$ cat src/verilog/sgl_consts.vh
// Constants for the serial expander link initiator
`ifndef SGL_CONSTS_VH
`define SGL_CONSTS_VH
// Core clock period in ps (100 MHz)
`define SGL_CORE_PERIOD_PS 10000
// Serial clock half period in core cycles: 100 MHz / (2*2) = 25 MHz, inside 20-37 MHz
`define SGL_CLK_HALF_CYC 2
// Default frame length in bits per channel
`define SGL_FRAME_BITS 16
// Frames of safe defaults sent after reset release
`define SGL_SAFE_FRAMES 1
// FIFO depth and address width
`define SGL_FIFO_DEPTH 8
`define SGL_FIFO_AW 3
`endif

$ cat src/verilog/sgl_fifo.v
// Small flip-flop FIFO with valid/ready on both sides
`timescale 1ns/10ps
module sgl_fifo #(
   parameter WIDTH = 16,
   parameter DEPTH = 8,
   parameter AW = 3
) (
   input wire core_clk_i,
   input wire resetn_i,
   input wire in_valid_i,
   output wire in_ready_o,
   input wire [WIDTH-1:0] in_data_i,
   output wire out_valid_o,
   input wire out_ready_i,
   output wire [WIDTH-1:0] out_data_o
);
   reg [WIDTH-1:0] mem_ff [0:DEPTH-1]; // Storage words
   reg [AW-1:0] wr_ptr_ff; // Write index
   reg [AW-1:0] rd_ptr_ff; // Read index
   reg [AW:0] count_ff; // Fill level
   wire do_wr;
   wire do_rd;
   assign in_ready_o = (count_ff != DEPTH[AW:0]);
   assign out_valid_o = (count_ff != {(AW+1){1'b0}});
   assign out_data_o = mem_ff[rd_ptr_ff];
   assign do_wr = in_valid_i & in_ready_o;
   assign do_rd = out_valid_o & out_ready_i;
   // Wrap an index at the depth
   function [AW-1:0] bump;
      input [AW-1:0] p;
      begin
         bump = (p == DEPTH[AW-1:0] - 1'b1) ? {AW{1'b0}} : p + 1'b1;
      end
   endfunction
   // Pointer and level update
   always @(posedge core_clk_i) begin
      if (!resetn_i) begin
         wr_ptr_ff <= {AW{1'b0}};
         rd_ptr_ff <= {AW{1'b0}};
         count_ff <= {(AW+1){1'b0}};
      end else begin
         if (do_wr) begin
            wr_ptr_ff <= bump(wr_ptr_ff);
         end
         if (do_rd) begin
            rd_ptr_ff <= bump(rd_ptr_ff);
         end
         if (do_wr && !do_rd) begin
            count_ff <= count_ff + 1'b1;
         end else if (do_rd && !do_wr) begin
            count_ff <= count_ff - 1'b1;
         end
      end
   end
   // Data write, no reset needed on storage
   always @(posedge core_clk_i) begin
      if (do_wr) begin
         mem_ff[wr_ptr_ff] <= in_data_i;
      end
   end
endmodule

$ cat src/verilog/sgl_initiator.v
// Serial expander link initiator: two channels on one shared serial clock
`timescale 1ns/10ps
`include "sgl_consts.vh"
// Summary of operation
// - We always make serial clock and load strobes
// - Two independent channels, each with own data
// - One serial clock shared by both channels
// - Output data driven synchronous to serial clock
// - One active-low reset common to both channels
// - Serial clock runs within 20 to 37 MHz only at the default HALF of 2 (25 MHz)
// - Bus alerts may ride as link bits
// - Management channel alert may ride as bit
module sgl_initiator #(
   parameter NBITS = `SGL_FRAME_BITS,
   parameter HALF = `SGL_CLK_HALF_CYC,
   parameter SAFE_FRAMES = `SGL_SAFE_FRAMES,
   parameter [NBITS-1:0] SAFE0 = {NBITS{1'b0}},
   parameter [NBITS-1:0] SAFE1 = {NBITS{1'b0}}
) (
   input wire core_clk_i,
   input wire resetn_i,
   input wire [NBITS-1:0] chan0_out_word_i,
   input wire [NBITS-1:0] chan1_out_word_i,
   input wire alert_bus_i,
   input wire alert_sysif_i,
   output reg [NBITS-1:0] chan0_in_word_o,
   output reg chan0_in_valid_o,
   input wire chan0_in_ready_i,
   output reg [NBITS-1:0] chan1_in_word_o,
   output reg chan1_in_valid_o,
   input wire chan1_in_ready_i,
   output reg irq_seen_o,
   output reg frame_drop_o,
   output reg serial_expander_clock_o,
   output reg chan0_load_strobe_o,
   output reg chan1_load_strobe_o,
   output reg chan0_out_data_o,
   output reg chan1_out_data_o,
   output reg expander_reset_low_o,
   input wire chan0_in_data_i,
   input wire chan1_in_data_i,
   input wire responder_irq_low_i
);
   localparam CW = 8; // Counter width
   localparam BW = 6; // Bit index width
   localparam [2:0] ST_RST = 3'h1; // Holding responder reset
   localparam [2:0] ST_SAFE = 3'h2; // Sending safe defaults
   localparam [2:0] ST_RUN = 3'h4; // Live traffic
   reg [2:0] state_ff; // One-hot link state
   reg [CW-1:0] div_ff; // Serial clock divider
   reg [BW-1:0] bit_ff; // Bit position within frame
   reg [7:0] safe_cnt_ff; // Safe frames sent
   reg [NBITS-1:0] sh0_ff; // Channel 0 outgoing shift
   reg [NBITS-1:0] sh1_ff; // Channel 1 outgoing shift
   reg [NBITS-1:0] cap0_ff; // Channel 0 incoming capture
   reg [NBITS-1:0] cap1_ff; // Channel 1 incoming capture
   reg [1:0] di0_sync_ff; // Input pin synchronisers
   reg [1:0] di1_sync_ff;
   reg [1:0] irq_sync_ff;
   wire nxt_sclk; // Serial clock level for the next cycle
   wire tick; // Half-period enable pulse
   wire rise; // Serial clock about to rise
   wire fall; // Serial clock about to fall
   wire [NBITS-1:0] live0; // Channel 0 word with alert bits
   wire [NBITS-1:0] live1;
   wire fifo0_ready;
   wire fifo1_ready;
   wire fifo0_valid;
   wire fifo1_valid;
   wire [NBITS-1:0] fifo0_data;
   wire [NBITS-1:0] fifo1_data;
   reg push_ff; // Completed frame pending push
   // Alert bits take the top two positions of channel 0
   assign live0 = {alert_sysif_i, alert_bus_i, chan0_out_word_i[NBITS-3:0]};
   assign live1 = chan1_out_word_i;
   assign tick = (div_ff == HALF[CW-1:0] - 1'b1);
   assign rise = tick & ~serial_expander_clock_o;
   assign fall = tick & serial_expander_clock_o;
   // Clock stays parked low while the responder is held in reset
   assign nxt_sclk = serial_expander_clock_o ^ (tick & (state_ff != ST_RST));
   // Divider gives the one shared serial clock for both channels
   always @(posedge core_clk_i) begin
      if (!resetn_i) begin
         div_ff <= {CW{1'b0}};
         serial_expander_clock_o <= 1'b0;
      end else begin
         div_ff <= tick ? {CW{1'b0}} : div_ff + 1'b1;
         serial_expander_clock_o <= nxt_sclk;
      end
   end
   // Two-stage synchronisers on responder pins
   always @(posedge core_clk_i) begin
      if (!resetn_i) begin
         di0_sync_ff <= 2'h0;
         di1_sync_ff <= 2'h0;
         irq_sync_ff <= 2'h3;
      end else begin
         di0_sync_ff <= {di0_sync_ff[0], chan0_in_data_i};
         di1_sync_ff <= {di1_sync_ff[0], chan1_in_data_i};
         irq_sync_ff <= {irq_sync_ff[0], responder_irq_low_i};
      end
   end
   // Interrupt line level, active while responder pulls low
   always @(posedge core_clk_i) begin
      if (!resetn_i) begin
         irq_seen_o <= 1'b0;
      end else begin
         irq_seen_o <= ~irq_sync_ff[1];
      end
   end
   // Frame sequencer, shifting and capture
   // Input bits are sampled on our falling edge; the sync delay (2 core cycles)
   // fits inside one half period, so the responder value has settled.
   always @(posedge core_clk_i) begin
      if (!resetn_i) begin
         state_ff <= ST_RST;
         bit_ff <= {BW{1'b0}};
         safe_cnt_ff <= 8'h00;
         sh0_ff <= SAFE0;
         sh1_ff <= SAFE1;
         cap0_ff <= {NBITS{1'b0}};
         cap1_ff <= {NBITS{1'b0}};
         chan0_out_data_o <= 1'b0;
         chan1_out_data_o <= 1'b0;
         chan0_load_strobe_o <= 1'b0;
         chan1_load_strobe_o <= 1'b0;
         expander_reset_low_o <= 1'b0;
         push_ff <= 1'b0;
      end else begin
         push_ff <= 1'b0;
         case (state_ff)
            ST_RST: begin
               // Hold responder in reset for one divider period
               if (tick) begin
                  expander_reset_low_o <= 1'b1;
                  state_ff <= ST_SAFE;
                  bit_ff <= {BW{1'b0}};
                  chan0_load_strobe_o <= 1'b1;
                  chan1_load_strobe_o <= 1'b1;
                  chan0_out_data_o <= SAFE0[NBITS-1];
                  chan1_out_data_o <= SAFE1[NBITS-1];
                  sh0_ff <= SAFE0 << 1;
                  sh1_ff <= SAFE1 << 1;
               end
            end
            ST_SAFE, ST_RUN: begin
               if (fall) begin
                  cap0_ff <= {cap0_ff[NBITS-2:0], di0_sync_ff[1]};
                  cap1_ff <= {cap1_ff[NBITS-2:0], di1_sync_ff[1]};
                  chan0_load_strobe_o <= 1'b0;
                  chan1_load_strobe_o <= 1'b0;
                  if (bit_ff == NBITS[BW-1:0] - 1'b1) begin
                     // Frame boundary: strobe, reload both channels together
                     bit_ff <= {BW{1'b0}};
                     chan0_load_strobe_o <= 1'b1;
                     chan1_load_strobe_o <= 1'b1;
                     if (state_ff == ST_RUN) begin
                        push_ff <= 1'b1;
                     end
                     if (state_ff == ST_SAFE && safe_cnt_ff < SAFE_FRAMES[7:0] - 1'b1) begin
                        safe_cnt_ff <= safe_cnt_ff + 1'b1;
                        chan0_out_data_o <= SAFE0[NBITS-1];
                        chan1_out_data_o <= SAFE1[NBITS-1];
                        sh0_ff <= SAFE0 << 1;
                        sh1_ff <= SAFE1 << 1;
                     end else begin
                        state_ff <= ST_RUN;
                        chan0_out_data_o <= live0[NBITS-1];
                        chan1_out_data_o <= live1[NBITS-1];
                        sh0_ff <= live0 << 1;
                        sh1_ff <= live1 << 1;
                     end
                  end else begin
                     // Output changes on falling edge, held across the rise
                     bit_ff <= bit_ff + 1'b1;
                     chan0_out_data_o <= sh0_ff[NBITS-1];
                     chan1_out_data_o <= sh1_ff[NBITS-1];
                     sh0_ff <= sh0_ff << 1;
                     sh1_ff <= sh1_ff << 1;
                  end
               end
            end
            default: begin
               state_ff <= ST_RST;
            end
         endcase
      end
   end
   // Received words go through FIFOs; a full FIFO drops the frame and flags it
   always @(posedge core_clk_i) begin
      if (!resetn_i) begin
         frame_drop_o <= 1'b0;
      end else begin
         frame_drop_o <= push_ff & ~(fifo0_ready & fifo1_ready);
      end
   end
   sgl_fifo #(.WIDTH(NBITS), .DEPTH(`SGL_FIFO_DEPTH), .AW(`SGL_FIFO_AW)) u_fifo0 (
      .core_clk_i(core_clk_i),
      .resetn_i(resetn_i),
      .in_valid_i(push_ff & fifo1_ready),
      .in_ready_o(fifo0_ready),
      .in_data_i(cap0_ff),
      .out_valid_o(fifo0_valid),
      .out_ready_i(~chan0_in_valid_o | chan0_in_ready_i), // Pop only when the output stage loads
      .out_data_o(fifo0_data)
   );
   sgl_fifo #(.WIDTH(NBITS), .DEPTH(`SGL_FIFO_DEPTH), .AW(`SGL_FIFO_AW)) u_fifo1 (
      .core_clk_i(core_clk_i),
      .resetn_i(resetn_i),
      .in_valid_i(push_ff & fifo0_ready),
      .in_ready_o(fifo1_ready),
      .in_data_i(cap1_ff),
      .out_valid_o(fifo1_valid),
      .out_ready_i(~chan1_in_valid_o | chan1_in_ready_i), // Same load rule, so no word shows twice
      .out_data_o(fifo1_data)
   );
   // Registered output stage: word shown while FIFO has data, advances on ready
   always @(posedge core_clk_i) begin
      if (!resetn_i) begin
         chan0_in_valid_o <= 1'b0;
         chan1_in_valid_o <= 1'b0;
         chan0_in_word_o <= {NBITS{1'b0}};
         chan1_in_word_o <= {NBITS{1'b0}};
      end else begin
         if (!chan0_in_valid_o || chan0_in_ready_i) begin
            chan0_in_valid_o <= fifo0_valid;
            chan0_in_word_o <= fifo0_data;
         end
         if (!chan1_in_valid_o || chan1_in_ready_i) begin
            chan1_in_valid_o <= fifo1_valid;
            chan1_in_word_o <= fifo1_data;
         end
      end
   end
endmodule
$ cat config.mk
export PLATFORM = sky130hd
export DESIGN_NAME = sgl_initiator
export DESIGN_NICKNAME = d
export VERILOG_FILES = /design/src/verilog/sgl_fifo.v /design/src/verilog/sgl_initiator.v
export VERILOG_INCLUDE_DIRS = /design/src /design/src/verilog
export SDC_FILE = /design/constraint.sdc
export NUM_CORES = 1
export LEC_CHECK = 0
export BUFFER_PORTS_ARGS = -buffer_cell sky130_fd_sc_hd__buf_4
export CAP_MARGIN = 10
export CORE_MARGIN = 5
export CORE_UTILIZATION = 31
export CTS_CLUSTER_DIAMETER = 150
export DETAILED_ROUTE_END_ITERATION = 7
export PLACE_DENSITY = 0.51
export SKIP_CTS_REPAIR_TIMING = 1
export SYNTH_ARGS = -nofsm -noshare
export SYNTH_HDL_FRONTEND = slang
export SYNTH_SLANG_ARGS = --single-unit
$ cat constraint.sdc
create_clock -name core_clk_i -period 8.1 [get_ports core_clk_i]
set_input_delay 0.405 -clock core_clk_i [delete_from_list [all_inputs] [get_ports core_clk_i]]
set_output_delay 0.405 -clock core_clk_i [all_outputs]
set_load 0.05 [all_outputs]
---- Yosys cells after proc, flatten, opt, wreduce, memory -nomap -nowiden ----
Memory sizes are Yosys's and may differ from the RTL's. A register that Yosys moved wholly into a read port is not among the register bits.
Cells that the tools add are included.
word-level totals
  register bits after elaboration ......... 125
  latch bits .............................. 0
  bits in writable memories ............... 256
  bits in read-only memories .............. 0
  bits of input ports ..................... 41
  word-level logic and storage cells ...... 147
  memories kept ........................... 2
memory list
  name            words  width  read ports  clocked after memory_dff  write ports  RTL line       text
  u_fifo0.mem_ff  8      16     1           1                         1            sgl_fifo.v:17  reg [WIDTH-1:0] mem_ff [0:DEPTH-1];
  u_fifo1.mem_ff  8      16     1           1                         1            sgl_fifo.v:17
operators by class
  add/sub/neg operators ................... 11
  multiply operators ...................... 0
  div/mod/pow operators ................... 0
  $lt $le $gt $ge ......................... 1
  equality and inequality tests ........... 16
  shift-type cells ........................ 0
  mux-type cells .......................... 44
  bitwise logic cells ..................... 18
  reduce and logical (&&, ||, !) cells .... 28
operator list
  cell                                                                           count
  16-bit two-way mux                                                             7
  16-bit one-hot mux with 2 select lines                                         2
  3-bit two-way mux                                                              8
  6-bit two-way mux                                                              3
  8-bit by 1-bit adder with 8-bit output (second input constant)                 2
  4-bit two-way mux                                                              4
  3-bit == test (second input constant)                                          5
  1-bit two-way mux                                                              15
  3-bit by 1-bit adder with 3-bit output (second input constant)                 4
  6-bit one-hot mux with 2 select lines                                          1
  4-bit AND reduction                                                            3
  1-bit bitwise AND                                                              10
  4-bit by 1-bit adder with 4-bit output (second input constant)                 2
  8-bit by 1-bit == test with 1-bit output (second input constant)               1
  1-bit zero test                                                                8
  8-bit by 1-bit less-than comparator with 1-bit output (second input constant)  1
  2-bit != test (second input constant)                                          4
  4-bit != test (second input constant)                                          2
  4-bit nonzero test                                                             2
  4-bit by 1-bit subtractor with 4-bit output (second input constant)            2
  6-bit by 1-bit adder with 6-bit output (second input constant)                 1
  6-bit by 4-bit == test with 1-bit output (second input constant)               1
  1-bit one-hot mux with 2 select lines                                          3
  3-bit one-hot mux with 2 select lines                                          1
  12 further kinds                                                               26

---- Logic depth before layout (Yosys ltp) ----
  depth in word-level cells ............... 7
  mapped depth ............................ 11

---- Cells and area by module ----
A second synthesis with hierarchy kept.
second synthesis, totals
  cells, all modules ...................... 1062
  area total of the unflattened synthesis .. 16091.7 um^2
modules (own cells, without submodules)
  module         instances  cells each  area each (um^2)  seq. area each (um^2)
  sgl_fifo       2          260         5594.1            4103.9
  sgl_initiator  1          542         4903.5            2542.4

---- Worst setup path after synthesis ----
Ideal clock, no wire load.
  path type ............................... reg2reg
  start point ............................. reg u_fifo0.count_ff[0]
  end point ............................... mem u_fifo1.mem_ff[2][0], enable pin
  library setup time ...................... 0.436 ns
  data arrival time ....................... 2.517 ns
  path slack .............................. 5.146 ns
  stages on the path, launching flop included .. 4
  buffers on the path ..................... 0
  cells stage by stage .................... dfxtp_1 > or4b_1 > nand3_2 > nor4b_1
on the way
  longest elaborated chain between the ends .. 5
ends and longest elaborated chain
  what                                     RTL line             text
  from (decl)                              sgl_fifo.v:20        reg [AW:0] count_ff;
  from (signal assigned)                   sgl_fifo.v:40        count_ff <= {(AW+1){1'b0}};
  from (signal assigned)                   sgl_fifo.v:49        count_ff <= count_ff + 1'b1;
  from (signal assigned)                   sgl_fifo.v:51        count_ff <= count_ff - 1'b1;
  4-bit != test                            sgl_fifo.v:23        assign in_ready_o = (count_ff != DEPTH[AW:0]);
  1-bit bitwise AND                        sgl_initiator.v:210  .in_valid_i(push_ff & fifo0_ready),
  1-bit bitwise AND                        sgl_fifo.v:26        assign do_wr = in_valid_i & in_ready_o;
  1-bit two-way mux                        sgl_fifo.v:57        if (do_wr) begin
  1-bit two-way mux (implied by the code)  sgl_fifo.v:58        mem_ff[wr_ptr_ff] <= in_data_i;
  to (decl)                                sgl_fifo.v:17
No other way between the ends.

---- Worst setup path after layout ----
  start point ............................. reg u_fifo0.count_ff[0]
  end point ............................... reg u_fifo1.count_ff[3]
on the way
  longest elaborated chain between the ends .. 6
ends and longest elaborated chain
  what                          RTL line             text
  4-bit != test (*)             sgl_fifo.v:23
  1-bit bitwise AND (*)         sgl_initiator.v:210
  1-bit bitwise AND (*)         sgl_fifo.v:26
  net u_fifo1.do_wr             sgl_fifo.v:21        wire do_wr;
  1-bit zero test               sgl_fifo.v:50        end else if (do_rd && !do_wr) begin
  1-bit logical AND             sgl_fifo.v:50
  2-bit nonzero test (no line)  -
  to (signal assigned)          sgl_fifo.v:40
  to (signal assigned)          sgl_fifo.v:49
  to (signal assigned)          sgl_fifo.v:51
  to (decl)                     sgl_fifo.v:20
Mark *: on every way through the listed nets, which the timed path passes. The rest lies on a longest branch.
A chain may end at the register's enable or synchronous reset.

==> out/qor.csv <==
stage,metric,value,unit
cts,root buf cell,clkbuf_16,
global_routing,antenna violations before repair,0,
timing,final setup margin,5.12,ns
floorplan,# rows,83,
setup_path,"critical path, cell by cell",or4b_1 -> nand3_2 -> inv_2 -> ha_1 -> inv_1 -> ha_1 -> a21o_1 -> a21oi_1 -> mux2i_1 -> mux2i_1,
setup_path,Worst EP arrival,3.47,ns
global_routing,vias in the first global route,9368,
yosys,Mapped Nets,1174,
min_path,Hold Path Stages,2,
global_routing,first-pass GRT wire length,55.4,mm
cts,clock-pin slew on the worst setup and hold paths,0.06,ns
global_routing,global route overflow,0,
timing,Worst Tran Pin Value,1.13,ns
final_layout,"most common cell after layout, fill and taps aside",edfxtp_1,
detailed_routing,Post-Route WL,34.9,mm
setup_path,reg2reg end,u_fifo1.count_ff[3],
yosys,"Cell Area, Synth",15900,um^2
global_routing,largest net degree at the start of global routing,64,
floorplan,Initial Util,31.1,%
yosys,asr flop ratio synth,0,%
final_layout,"Net count, final",1249,
final_layout,"commonest cells after routing, fill and taps aside","edfxtp_1, dfxtp_1, a21oi_1",
detailed_routing,ANT nets after route,0,
yosys,main area contributors after synthesis,"edfxtp_1, dfxtp_1, mux4_2",
setup_path,reg2reg start,u_fifo0.count_ff[0],
floorplan,die height,236,um
run_status,outcome,finished clean,
cts,H-tree Lvls,2,
power,power density over cell area,296,nW/um^2
yosys,number of flops mapped to enable cells by yosys,256,
floorplan,DIE WIDTH,236,um
timing,hold slack,0.0355,ns
final_layout,ant diodes,0,
detailed_routing,Starting DRT DRC Count,515,
yosys,Yosys top cell area share,48.4,%
cts,CTS tree,built,
yosys,Yosys reg bits,403,
setup_path,"critical path fanouts, max",18,
cts,CTS buffer count,45,
yosys,top_reg_cell synth,edfxtp_1,
setup_path,Worst R2R Path Depth,10,
detailed_routing,Pre-antenna DRT Iters,4,
power,Overall Power,5.56,mW
placement,gpl congestion,0.706,
detailed_routing,routed len/inst,18.3,um
final_layout,P&R area growth vs syn,18.4,%
timing,fmax,336,MHz
yosys,Cells after Synth,1114,
yosys,sequential share of the synthesized area,66.9,%
floorplan,I/O pin count,83,
timing,Final Slew Violations,0,
setup_path,r2r setup slk,5.12,ns
global_routing,Total GRT Usage,12.4,%
placement,dpl hpwl,19.5,mm
detailed_routing,via count,9191,
detailed_routing,# DRC,0,
timing,final hold violations,0,
timing,RSZ-0062 raised after global routing,false,
setup_path,Crit. End Element,register,
yosys,synthesized area per cell,14.3,um^2
timing,setup TNS,0,ns
setup_path,worst path required time,8.59,ns
power,Leak Pwr,6.19,nW
timing,Final period util,36.8,%
cts,clock net sink count,403,
yosys,"Distinct cells, synth",49,
timing,minimum clock period,2.98,ns
detailed_routing,via/cell ratio,4.82,
timing,slew margin rel.,24.8,%
setup_path,critical path class,register to register,
floorplan,Core ar.,51100,um^2
final_layout,layout cells sized above 1,21.3,%
placement,# port buffers,80,
power,Max IR drop VDD,0.000146,V
cts,clock buffer depth,3,
min_path,HP Start,responder_irq_low_i,
placement,setup slack at placement,5.13,ns
cts,clk_lat worst skew,0.57,ns
setup_path,Critical Path Max Stage Delay,0.61,ns
floorplan,die area,55900,um^2
yosys,yosys warns,0,
yosys,leading area contributor after synthesis,edfxtp_1,
min_path,hold-critical path endpoint,irq_sync_ff[0],
min_path,Hold WC Path Type,primary input to register,
setup_path,"slowest stage cell, crit path",or4b_1,
timing,final number of setup-violating endpoints,0,
timing,clock skew,0.0105,ns
flow_run,Max Cap Viol,0,
setup_path,crit start category,register,
## critical path, delay by kind of cell (launching register included)
family,cells,cell delay (ns)
AND/OR/NAND/NOR,2,1.00
flip-flops,1,0.36
adder cells (fa/ha/maj),2,0.48
AO/OA/AOI/OAI,2,0.35
buffers and inverters,2,0.30
multiplexers,2,0.43
## state kept, by name (all words and copies together), names as in the netlist, 8 cells and up
| signal | flops |
|---|---|
| u_fifo0.mem_ff | 128 |
| u_fifo1.mem_ff | 128 |
| cap0_ff | 16 |
| cap1_ff | 16 |
| chan0_in_word_o | 16 |
| chan1_in_word_o | 16 |
| sh0_ff | 15 |
| sh1_ff | 15 |
| div_ff | 8 |
## synthesized netlist by cell type, types with 6 or more instances
cell        n
nor2_1     37
xnor2_1     7
nand3_1    36
inv_1      10
mux4_2     64
ha_1       17
buf_4      10
xor2_1      6
clkbuf_1   47
a21oi_1   114
nor3_1      9
buf_2      22
o21a_1     32
nand4_1     6
nor4_1      6
mux2i_1    44
edfxtp_1  256
a21boi_0   31
nand2_1    87
o21ai_0    66
dfxtp_1   147
## metal layers
layer	track usage [%]	share of wire, %	up-vias
li1	-	-	4395
met1	16.9	46	4595
met2	20.3	48	156
met3	2.72	4.3	45
met4	3.45	2.0	0
met5	0	0	-
## power by group
part / internal (mW) / total (mW) / switching, mW
clock: 1.27 / 2.09 / 0.818
sequential: 2.26 / 2.33 / 0.0759
combinational: 0.471 / 1.13 / 0.662
## final cells by class
cell class,instances,area [um^2]
Fill cell,4899,32300
Clock inverter,18,269
Sequential cell,403,10600
Multi-Input combinational cell,618,4930
Tap cell,680,851
Timing Repair Buffer,109,818
Inverter,12,45.0
Clock buffer,66,1260
## per-stage QoR
stage	utilization, %	std cells	area [um^2]
detailed placement	33.8	1822	17300
CTS	36.8	1906	18800
global route	36.8	1906	18800
finish	36.8	1906	18800
floorplan	-	1114	15900
global placement	33.8	1822	17300
## worst max path at each step
stage,startpoint,endpoint,slack [ns],depth (start not counted)
floorplan,u_fifo0.count_ff[0],u_fifo1.mem_ff[2][0],5.15,3
global placement,u_fifo1.count_ff[0],u_fifo1.count_ff[3],5.13,10
detailed placement,u_fifo0.count_ff[0],u_fifo1.count_ff[3],5.13,10
CTS,u_fifo1.count_ff[0],u_fifo1.count_ff[3],5.10,10
global route,u_fifo0.count_ff[0],u_fifo1.count_ff[3],4.83,10
finish,u_fifo0.count_ff[0],u_fifo1.count_ff[3],5.12,10
## cell families after synthesis
kind of cell / share of synthesized area [%]
AO/OA/AOI/OAI: 9.54
XOR/XNOR: 0.717
adder cells (fa/ha/maj): 1.59
buffers and inverters: 2.70
flip-flops: 66.9
multiplexers: 11.8
AND/OR/NAND/NOR: 6.70
Note: power is estimated with default switching activity, not from simulation.
